## src/enc_read_pkg.sv

```systemverilog
// shared constants and types for the encoder count read port and its reader
// assumes both ends run on one clock and include no other package
`default_nettype none

package enc_read_pkg;

	localparam int COUNT_W = 16; // width of counter and position latch
	localparam int BYTE_W = 8; // width of the data lines
	localparam logic [15:0] COUNT_RST = 16'h0000; // counter value after reset
	localparam logic [15:0] LATCH_RST = 16'h0000; // latch value after reset
	localparam logic [15:0] COUNT_MAX = 16'hffff; // value that overflows on an up count
	localparam logic [15:0] COUNT_MIN = 16'h0000; // value that underflows on a down count
	localparam int HI_LSB = 8; // lowest bit of the high byte
	localparam logic [7:0] EXT_RST = 8'h00; // reader's external cascade counter after reset
	localparam logic [1:0] PHASE_RST = 2'h0; // phase history after reset

	// inhibit sequence, stepped on falling edges
	typedef enum logic [1:0]
	{
		INH_IDLE = 2'b00, // latch follows counter
		INH_HELD = 2'b01, // high byte read, latch frozen
		INH_RELEASE = 2'b10 // low byte read, waiting for bus enable high
	} inhibit_state_t;

	// reader sequence
	typedef enum logic [2:0]
	{
		RD_IDLE = 3'b000, // bus idle, select high, enable high
		RD_HIGH = 3'b001, // high byte on the lines
		RD_LOW = 3'b010, // low byte on the lines
		RD_RELEASE = 3'b011, // enable high, inhibit releasing
		RD_SINGLE = 3'b100 // single byte read
	} reader_state_t;

endpackage

`default_nettype wire

```

## src/enc_read_if.sv

```systemverilog
// interface joining the encoder count read port to its bus reader
// assumes the testbench resolves the data lines from data_oe
`default_nettype none

interface enc_read_if;
	logic byte_sel; // low selects high byte, high selects low byte
	logic bus_en_n; // bus enable, active low
	logic [7:0] data_out; // byte driven by the device
	logic data_oe; // high while the device drives the data lines
	logic decoder_count_pulse; // half-cycle pulse per decoded count
	logic carry_borrow_pulse; // half-cycle pulse per overflow or underflow
	logic up_down; // high for up counts

	// device end
	modport dev
	(
		input byte_sel,
		input bus_en_n,
		output data_out,
		output data_oe,
		output decoder_count_pulse,
		output carry_borrow_pulse,
		output up_down
	);

	// reader end
	modport host
	(
		output byte_sel,
		output bus_en_n,
		input data_out,
		input data_oe,
		input decoder_count_pulse,
		input carry_borrow_pulse,
		input up_down
	);
endinterface

`default_nettype wire

```

## src/encoder_count_read_port.sv

```systemverilog
// device end: 16-bit encoder counter, inhibitable position latch, byte mux,
// decoder and cascade pulse outputs
// assumes the reader drives select and enable from core_clk rising edges
//
// Overview of operation
// - inhibit samples select and enable on falling edges
// - reset clears inhibit at once, no clock needed
// - select low gives high byte, high gives low
// - drive lines while enable low, release otherwise
// - half-clock count pulse when counter updates
// - direction valid one cycle around pulse edge
// - half-clock cascade pulse on overflow or underflow
// - pulse and direction outputs ignore the inhibit
// - select and enable low set inhibit
// - select high, enable low starts release
// - then enable high clears the inhibit
// - latch copies counter on rising edge unless inhibited
// - counter keeps counting while latch is frozen
// - select held high never engages the inhibit
// - reader changes select and enable on clock
// - reader fetches high byte before low byte
// - external cascade latches when high read begins
// - a leading b or a skipped state counts up, else down
`default_nettype none

module encoder_count_read_port
#(
	parameter int COUNT_W = enc_read_pkg::COUNT_W // counter width
)
(
	input wire logic core_clk, // system clock
	input wire logic rst, // synchronous reset, active high
	input wire logic ce, // clock enable, freezes state when low
	input wire logic encoder_phase_a, // phase a pin
	input wire logic encoder_phase_b, // phase b pin
	enc_read_if.dev bus, // reader side
	output logic [COUNT_W-1:0] count_value, // live counter value
	output logic latch_frozen // high while the latch is inhibited
);

	localparam int HI_LSB = enc_read_pkg::HI_LSB; // high byte position

	// decoder outputs
	logic step; // decoded step strobe
	logic step_up; // decoded direction

	// rising edge group
	logic [COUNT_W-1:0] count_r, count_nxt; // position counter
	logic [COUNT_W-1:0] latch_r, latch_nxt; // position latch
	logic pend_r, pend_nxt; // step waiting one cycle behind direction
	logic dir_r, dir_nxt; // direction output register
	logic dcdr_tog_r, dcdr_tog_nxt; // toggles at each counter update
	logic cas_tog_r, cas_tog_nxt; // toggles at each overflow or underflow

	// falling edge group
	enc_read_pkg::inhibit_state_t inh_r, inh_nxt; // inhibit sequence
	logic dcdr_echo_r, dcdr_echo_nxt; // copy of count toggle, half a cycle late
	logic cas_echo_r, cas_echo_nxt; // copy of cascade toggle, half a cycle late
	logic inhibit; // effective inhibit, reset masks it without a clock

	// step and direction from the phase pins
	quad_step_decoder u_decoder
	(
		.core_clk(core_clk),
		.rst(rst),
		.ce(ce),
		.encoder_phase_a(encoder_phase_a),
		.encoder_phase_b(encoder_phase_b),
		.step_r(step),
		.step_up_r(step_up)
	);

	// reset kills the inhibit combinationally so the latch reopens at once
	assign inhibit = (inh_r != enc_read_pkg::INH_IDLE) && !rst;

	// counter, latch and pulse sources
	always_comb
	begin
		count_nxt = count_r;
		latch_nxt = latch_r;
		pend_nxt = step;
		dir_nxt = dir_r;
		dcdr_tog_nxt = dcdr_tog_r;
		cas_tog_nxt = cas_tog_r;
		// direction moves one cycle ahead of the count update
		if (step)
		begin
			dir_nxt = step_up;
		end
		// counter update, independent of the latch inhibit
		if (pend_r)
		begin
			if (dir_r)
			begin
				count_nxt = count_r + COUNT_W'(1);
			end
			else
			begin
				count_nxt = count_r - COUNT_W'(1);
			end
			dcdr_tog_nxt = !dcdr_tog_r;
			// wrap of the counter fires the cascade pulse
			if ((dir_r && count_r == enc_read_pkg::COUNT_MAX) ||
				(!dir_r && count_r == enc_read_pkg::COUNT_MIN))
			begin
				cas_tog_nxt = !cas_tog_r;
			end
		end
		// latch follows the counter unless frozen for a read
		if (!inhibit)
		begin
			latch_nxt = count_r;
		end
	end

	// rising edge registers
	always_ff @(posedge core_clk)
	begin
		if (rst)
		begin
			count_r <= enc_read_pkg::COUNT_RST;
			latch_r <= enc_read_pkg::LATCH_RST;
			pend_r <= 1'b0;
			dir_r <= 1'b1;
			dcdr_tog_r <= 1'b0;
			cas_tog_r <= 1'b0;
		end
		else if (ce)
		begin
			count_r <= count_nxt;
			latch_r <= latch_nxt;
			pend_r <= pend_nxt;
			dir_r <= dir_nxt;
			dcdr_tog_r <= dcdr_tog_nxt;
			cas_tog_r <= cas_tog_nxt;
		end
	end

	// inhibit sequence and pulse echoes, decided at falling edges
	always_comb
	begin
		inh_nxt = inh_r;
		dcdr_echo_nxt = dcdr_tog_r;
		cas_echo_nxt = cas_tog_r;
		case (inh_r)
			enc_read_pkg::INH_IDLE:
			begin
				// high byte read opens the freeze; select high never does
				if (!bus.byte_sel && !bus.bus_en_n)
				begin
					inh_nxt = enc_read_pkg::INH_HELD;
				end
			end
			enc_read_pkg::INH_HELD:
			begin
				// low byte read arms the release, latch stays frozen
				if (bus.byte_sel && !bus.bus_en_n)
				begin
					inh_nxt = enc_read_pkg::INH_RELEASE;
				end
			end
			enc_read_pkg::INH_RELEASE:
			begin
				// enable high finishes the release
				if (bus.bus_en_n)
				begin
					inh_nxt = enc_read_pkg::INH_IDLE;
				end
			end
			default:
			begin
				inh_nxt = enc_read_pkg::INH_IDLE;
			end
		endcase
	end

	// falling edge registers
	always_ff @(negedge core_clk)
	begin
		if (rst)
		begin
			inh_r <= enc_read_pkg::INH_IDLE;
			dcdr_echo_r <= 1'b0;
			cas_echo_r <= 1'b0;
		end
		else if (ce)
		begin
			inh_r <= inh_nxt;
			dcdr_echo_r <= dcdr_echo_nxt;
			cas_echo_r <= cas_echo_nxt;
		end
	end

	// pulse is high from the updating rising edge to the next falling edge
	assign bus.decoder_count_pulse = dcdr_tog_r ^ dcdr_echo_r;
	assign bus.carry_borrow_pulse = cas_tog_r ^ cas_echo_r;
	assign bus.up_down = dir_r;

	// byte mux and output enable follow the bus pins directly
	assign bus.data_out = bus.byte_sel ? latch_r[HI_LSB-1:0] : latch_r[COUNT_W-1:HI_LSB];
	assign bus.data_oe = !bus.bus_en_n;

	// user side status
	assign count_value = count_r;
	assign latch_frozen = inhibit;

endmodule

`default_nettype wire

```

## src/quad_step_decoder.sv

```systemverilog
// quadrature decoder: synchronises both phases and reports one step per state change
// assumes phase inputs are asynchronous pins and core_clk is the only clock
`default_nettype none

module quad_step_decoder
(
	input wire logic core_clk, // system clock
	input wire logic rst, // synchronous reset, active high
	input wire logic ce, // clock enable, freezes state when low
	input wire logic encoder_phase_a, // raw phase a pin
	input wire logic encoder_phase_b, // raw phase b pin
	output logic step_r, // one-cycle step strobe
	output logic step_up_r // direction of the last step
);

	localparam logic [1:0] PHASE_RST_L = enc_read_pkg::PHASE_RST; // history reset value

	logic [1:0] sync1_r, sync1_nxt; // first synchroniser stage {a,b}
	logic [1:0] sync2_r, sync2_nxt; // second synchroniser stage
	logic [1:0] prev_r, prev_nxt; // last decoded phase state
	logic step_nxt; // next step strobe
	logic step_up_nxt; // next direction

	// position of a phase pair in the up sequence 10,11,01,00
	function automatic logic [1:0] phase_index(input logic [1:0] ab);
		logic [1:0] idx;
		idx = 2'h0;
		case (ab)
			2'b10: idx = 2'h0;
			2'b11: idx = 2'h1;
			2'b01: idx = 2'h2;
			default: idx = 2'h3;
		endcase
		return idx;
	endfunction

	// step and direction from old and new state
	always_comb
	begin
		sync1_nxt = {encoder_phase_a, encoder_phase_b};
		sync2_nxt = sync1_r;
		prev_nxt = sync2_r;
		step_nxt = (sync2_r != prev_r);
		step_up_nxt = step_up_r;
		if (sync2_r != prev_r)
		begin
			// a leading b walks the index upward; a skipped state counts up
			step_up_nxt = (phase_index(sync2_r) != (phase_index(prev_r) - 2'h1));
		end
	end

	// register stage
	always_ff @(posedge core_clk)
	begin
		if (rst)
		begin
			sync1_r <= PHASE_RST_L;
			sync2_r <= PHASE_RST_L;
			prev_r <= PHASE_RST_L;
			step_r <= 1'b0;
			step_up_r <= 1'b1;
		end
		else if (ce)
		begin
			sync1_r <= sync1_nxt;
			sync2_r <= sync2_nxt;
			prev_r <= prev_nxt;
			step_r <= step_nxt;
			step_up_r <= step_up_nxt;
		end
	end

endmodule

`default_nettype wire

```

## src/flat_wrapper.sv

```systemverilog
// flat-port wrapper written by rule: the top's interface ports become plain ports
module encoder_count_read_port_flat 
#(
	parameter int COUNT_W = enc_read_pkg::COUNT_W                 
)
  (core_clk, rst, ce, encoder_phase_a, encoder_phase_b, count_value, latch_frozen, bus_byte_sel, bus_bus_en_n, bus_data_out, bus_data_oe, bus_decoder_count_pulse, bus_carry_borrow_pulse, bus_up_down);
  enc_read_if bus_i ();
  input wire logic core_clk;
  input wire logic rst;
  input wire logic ce;
  input wire logic encoder_phase_a;
  input wire logic encoder_phase_b;
  output logic [COUNT_W-1:0] count_value;
  output logic latch_frozen;
  input wire logic [$bits(bus_i.byte_sel)-1:0] bus_byte_sel;
  input wire logic [$bits(bus_i.bus_en_n)-1:0] bus_bus_en_n;
  output wire logic [$bits(bus_i.data_out)-1:0] bus_data_out;
  output wire logic [$bits(bus_i.data_oe)-1:0] bus_data_oe;
  output wire logic [$bits(bus_i.decoder_count_pulse)-1:0] bus_decoder_count_pulse;
  output wire logic [$bits(bus_i.carry_borrow_pulse)-1:0] bus_carry_borrow_pulse;
  output wire logic [$bits(bus_i.up_down)-1:0] bus_up_down;
  assign bus_i.byte_sel = bus_byte_sel;
  assign bus_i.bus_en_n = bus_bus_en_n;
  assign bus_data_out = bus_i.data_out;
  assign bus_data_oe = bus_i.data_oe;
  assign bus_decoder_count_pulse = bus_i.decoder_count_pulse;
  assign bus_carry_borrow_pulse = bus_i.carry_borrow_pulse;
  assign bus_up_down = bus_i.up_down;
  encoder_count_read_port #(.COUNT_W(COUNT_W)) u_core (.core_clk(core_clk), .rst(rst), .ce(ce), .encoder_phase_a(encoder_phase_a), .encoder_phase_b(encoder_phase_b), .bus(bus_i), .count_value(count_value), .latch_frozen(latch_frozen));
endmodule
```

## config.mk

```make
export PLATFORM = sky130hd
export DESIGN_NAME = encoder_count_read_port_flat
export DESIGN_NICKNAME = d
export VERILOG_FILES = /design/src/enc_read_pkg.sv /design/src/enc_read_if.sv /design/src/encoder_count_read_port.sv /design/src/quad_step_decoder.sv /design/src/flat_wrapper.sv
export SDC_FILE = /design/constraint.sdc
export NUM_CORES = 1
export LEC_CHECK = 0
export ABC_AREA = 1
export BUFFER_PORTS_ARGS = -buffer_cell sky130_fd_sc_hd__buf_2
export CAP_MARGIN = 30
export CORE_ASPECT_RATIO = 1.25
export CORE_MARGIN = 2
export CORE_UTILIZATION = 50
export CTS_CLUSTER_DIAMETER = 50
export DETAILED_ROUTE_END_ITERATION = 8
export HOLD_SLACK_MARGIN = 0.06
export PLACE_DENSITY = 0.69
export SYNTH_ARGS = -nofsm -noshare
export SYNTH_HDL_FRONTEND = slang
export SYNTH_SLANG_ARGS = --single-unit
```

## constraint.sdc

```tcl
create_clock -name core_clk -period 1.72 [get_ports core_clk]
set_input_delay 0.172 -clock core_clk [delete_from_list [all_inputs] [get_ports core_clk]]
set_output_delay 0.172 -clock core_clk [all_outputs]
set_load 0.05 [all_outputs]
```

==> results of run 1 <==
[sequential cells by signal (all words and copies together), names as in the netlist, 2 cells and up]
name                       flops
u_core.count_value            16
u_core.inh_r                   2
u_core.latch_r                16
u_core.u_decoder.prev_nxt      2
u_core.u_decoder.prev_r        2
u_core.u_decoder.sync1_r       2
[power breakdown]
group	switching [uW]	leakage, uW	internal, uW	total [uW]
logic	465	0.00163	322	787
clock network	427	0.0000694	301	729
registers	59.5	0.000396	1180	1240
total	952	0.00210	1800	2750
[repair_timing]
action | CTS | global route
pin swaps | 13 | 41
gates resized for setup | 65 | 61
cloned | 4 | 0
setup buffers | 8 | 1
setup endpoints to repair | 31 | 32
[critical path: cells and delay by family, from the launching register on]
kind	cells	cell delay [ps]
buf+inv	1	180
flops	1	350
simple gates	2	200
[synth_stat cells (all sizes together)]
master / number
clkbuf: 5
nand2: 126
ha: 18
inv: 80
fa: 1
nor3: 6
dfxtp: 48
nand4: 4
xor2: 6
buf: 8
o211ai: 4
xnor2: 2
nand3: 33
o21ai: 36
or2: 2
a21oi: 46
o21a: 1
nor2: 39
[path summary, 6_finish.rpt]
path	startpoint	depth (start not counted)	slack [ps]	endpoint
worst min-delay path	encoder_phase_b	3	90	u_core.u_decoder.sync1_r[0]
worst min register to register	u_core.pend_r	2	470	u_core.pend_r
worst max register to register	u_core.inh_r[1]	7	-350	u_core.latch_r[6]
worst max-delay path	u_core.inh_r[1]	3	-400	latch_frozen
[layout make-up]
cell class / instances / area (sq um) / area share
Timing Repair inverter: 1 / 7.51 / 0.00173
Multi-Input combinational cell: 324 / 2210 / 0.509
Timing Repair Buffer: 86 / 651 / 0.150
Inverter: 79 / 307 / 0.0707
Clock inverter: 7 / 37.5 / 0.00865
Sequential cell: 48 / 977 / 0.225
Tap cell: 66 / 82.6 / 0.0190
Clock buffer: 5 / 68.8 / 0.0159
[metrics by stage]
| step | setup TNS (ps) | hold WS (ps) | setup slack (ps) | total power (uW) |
|---|---|---|---|---|
| 6_report | -8400 | 94.0 | -402 | 2750 |
| 5_1_grt | -10560 | 112 | -441 | 2890 |
| 4_1_cts | -7270 | 96.4 | -363 | 2720 |
| 3_5_place_dp | -6940 | 410 | -302 | 1880 |
| 3_3_place_gp | -5980 | 399 | -275 | 1860 |
| 2_1_floorplan | -7710 | 307 | -322 | 1690 |
[kinds of logic (layout without fill, tap and decap cells)]
logic type | count (synthesis) | after routing | synth area share
and+or+nand+nor | 210 | 210 | 0.296
buffers and inverters | 93 | 178 | 0.123
AOI/OAI and AO/OA | 87 | 87 | 0.152
DFF | 48 | 48 | 0.323
adders and majority gates | 19 | 19 | 0.0825
xor gates and xnor gates | 8 | 8 | 0.0236
[metal layers]
metal	vias up	wire, um	global-route usage
met5	-	0	0
met4	0	394	0.122
met3	31	321	0.0202
met2	108	4780	0.477
met1	1562	3710	0.342
li1	1642	-	-
==> impl_metrics.toml, run 1 <==
[status]
run_status = "finished, violations left"
violations = "setup timing"

[sta]
hold_viol_final = 0
setup_viol = 32
drv_slew = 0
setup_slack_ps = -402
clock_skew_ps = 56.4
maxSlewHeadroom = 0.762
grt_setup_unrepaired = "true"
worst_pin_slew_ps = 354

[route]
dr.pass1.iters = 5
vias_per_cell = 5.43
drt-total-wl_um = 9200
drcViolationCount = 0
drt_iter0_markers = 185
vias = 3343
wire_per_inst_um = 14.9
postRouteAntennaNets = 0

[synth]
avgSynthCellArea_sq_um = 6.39
synth_warnings = 0
ys_ff_latch = 48
synth_cell_type_count = 25
synth_nets = 491
seq_area_frac_synth = 0.323
syn_area_sq_um = 2970
yosys-top-cells-area = "dfxtp_1, nand2_1, inv_1"
syn_inst = 465
yosysTopAreaCellShare = 0.323
synth_top_area_cell = "dfxtp_1"

[placement]
dpl.hpwl_um = 5990
placedCellCount = 594
gp_congestion = 0.878
io_buffers = 35
dpl-instance-area_sq_um = 3600

[finish]
drive_gt1_frac = 0.395
area_delta_synth_final_pct = 46.0
layout_commonest_cell = "nand2_1"
design_area_sq_um = 4340
fin_nets = 575
utilization = 0.751
final_cells = 616
final_cell_mix = "nand2_1, inv_1, dfxtp_1, buf_4"
diodes = 0
n_fill_cell = 428

[critical_path]
arrival_ps = 1950
startpoint_type = "flip-flop"
cp.required_ps = 1550
crit_path_end_kind = "output pin"
slowest_delay_ps = 350
critical_path.cell_chain = "nor2_4, nor2_4, buf_6"
worstPathMaxFanout = 2
setup.worst_path.class = "flip-flop to output pin"
crit_top_cell = "nor2_4"
cp_slowest_cell = "dfxtp_2"

[cts]
cts-root-buf = "clkbuf_8"
htreeDepth = 2
ctsHoldBuffers = 0
clk_pin_slew_ps = 90
cts.sinks = 48
numCtsBuffers = 5
clockBufferDepth = 2
clock_latency_ps = 350
cts_tree = "yes"

[pwr]
leakagePower_uw = 0.00210
vdd_drop_max_uv = 335
p_per_area_nw_per_um2 = 635

[floorplan]
start_util = 0.514
pin_count = 36
die-area_sq_um = 6580
die_x_um = 73.0
fp.dieH_um = 90.2
rows = 31
core_sq_um = 5780

[global_routing]
antenna_found_initial = 0
grt_usage = 0.276
grt_pass1_vias = 3282
grt_pass1_wl_um = 14700
grt_overflow_total = 0
grt_max_degree = 26

[run]
drv_cap = 0

[hold_path]
hold_class = "input pin to flip-flop"
(Power assumes the default switching activity.)
==> run 2: changes to the inputs <==
Settings changed: CORE_UTILIZATION 50 to 53, PLACE_DENSITY 0.69 to 0.73.
==> run 2 against run 1 <==
Net effect:
- final area increased by 0.46%
- the flow still finishes with violations (setup timing)
- first-iteration DRC count decreased by 5.4%
- power decreased by 0.17%
- sequential power about the same
- critical path type unchanged
- sequential share of layout area decreased by 0.10 points
- non-clock buffer count decreased by 4
- combinational power about the same
- clock skew increased by 7.3 ps
- flip-flop and latch count unchanged
==> impl_metrics.toml, run 2 (same netlist as run 1, synthesis figures left out) <==
[global_routing]
grtUsageMet3 = 0.0196
grt_util_met2 = 0.556
grt_usage = 0.295
grt_max_degree = 28
busiest_layer = "met2"
use_met1 = 0.335
antenna_found_initial = 0
grt_pass1_wl_um = 14600
grt_overflow_total = 0
grt_pass1_vias = 3197

[placement]
dpl.hpwl_um = 5970
dpl-instance-area_sq_um = 3580
io_buffers = 35
dp_slack_ps = -276
gp_congestion = 0.859

[route]
vias = 3411
drcViolationCount = 0
wire_per_inst_um = 16.1
postRouteAntennaNets = 0
vias_per_cell = 5.60
drt_iter0_markers = 175
dr.pass1.iters = 5
drt-total-wl_um = 9800

[critical_path]
arrival_ps = 1940
setup.worst_path.class = "flip-flop to output pin"
cp.required_ps = 1550
startpoint_type = "flip-flop"
crit_path_end_kind = "output pin"
worstPathMaxFanout = 2

[hold_path]
hold_class = "input pin to flip-flop"

[floorplan]
die-area_sq_um = 6230
core_sq_um = 5410
rows = 30
die_x_um = 71.0
start_util = 0.550
fp.dieH_um = 87.7
pin_count = 36

[finish]
n_fill_cell = 350
design_area_sq_um = 4360
area_delta_synth_final_pct = 46.7
diodes = 0
utilization = 0.806
drive_gt1_frac = 0.383
final_cell_mix = "nand2_1, inv_1, dfxtp_1, buf_4, a21oi_1"
fin_nets = 570
layout_commonest_cell = "nand2_1"

[cts]
cts.sinks = 48
clockBufferDepth = 2
cts_tree = "yes"
htreeDepth = 2
numCtsBuffers = 5
cts-root-buf = "clkbuf_8"
clk_pin_slew_ps = 80
ctsHoldBuffers = 0
clock_latency_ps = 370

[sta]
clock_skew_ps = 63.7
hold_viol_final = 0
setup_slack_ps = -392
setup-tns-final_ps = -8620
worst_pin_slew_ps = 399
setup_viol = 31
drv_slew = 0
maxSlewHeadroom = 0.734
grt_setup_unrepaired = "true"

[status]
violations = "setup timing"
run_status = "finished, violations left"

[pwr]
p_per_area_nw_per_um2 = 631
leakagePower_uw = 0.00214
vdd_drop_max_uv = 303

[run]
drv_cap = 0
-- run 2: changes by cell type in the layout (fill, tap and decap cells not counted), sizes merged --
| cell | before | now |
|---|---|---|
| buf | 86 | 82 |
| clkbuf | 5 | 6 |
| clkinv | 3 | 0 |
| clkinvlp | 3 | 2 |
| inv | 81 | 83 |
-- run 2: routing by layer --
metal	vias up	wire length [um]
met5	-	0
met4	0	549
met3	54	445
met2	144	5110
met1	1591	3700
li1	1622	-
-- run 2: critical path, stage by stage, from the launching register on --
cell	delay (ps)
dfxtp_2	350
nor2_4	50
nor2_4	150
buf_8	160
-- run 2: cell type report --
type                       count  area (sq um)  share of cell area
clock inverter                 6          27.5             0.00632
multi-input combinational    324          2270               0.521
clock buffer                   6          72.6              0.0167
timing repair buffer          82           613               0.141
inverter                      79           317              0.0726
sequential                    48           977               0.224
tap                           64          80.1              0.0184
-- run 2: power by group --
part / internal [uW] / switching, uW / total [uW] / leakage (uW)
sequential: 1180 / 60.7 / 1240 / 0.000396
clock: 302 / 423 / 725 / 0.0000674
combinational: 308 / 478 / 786 / 0.00168
-- run 2: stage by stage --
stage               cells  hold WS (ps)  power, uW
floorplan             465           307       1690
global placement      588           393       1860
detailed placement    588           407       1880
CTS                   610          93.9       2690
global route          609           109       2870
finish                609          87.9       2750
-- run 2: path summary, 6_finish.rpt --
path | start | end | slack, ps | depth (start not counted)
setup / recovery | u_core.inh_r[0] | latch_frozen | -390 | 3
hold / removal | encoder_phase_b | u_core.u_decoder.sync1_r[0] | 90 | 3
setup reg to reg | u_core.inh_r[1] | u_core.latch_r[7] | -380 | 7
hold reg to reg | u_core.pend_r | u_core.pend_r | 480 | 2
-- run 2: repair_timing --
action / 4_1_cts / 5_1_grt
setup endpoints to repair: 31 / 32
pin swaps: 15 / 43
gates cloned: 3 / 0
gates resized for setup: 66 / 77
endpoints found under the hold margin: 0 / 0
buffers inserted: 8 / 4
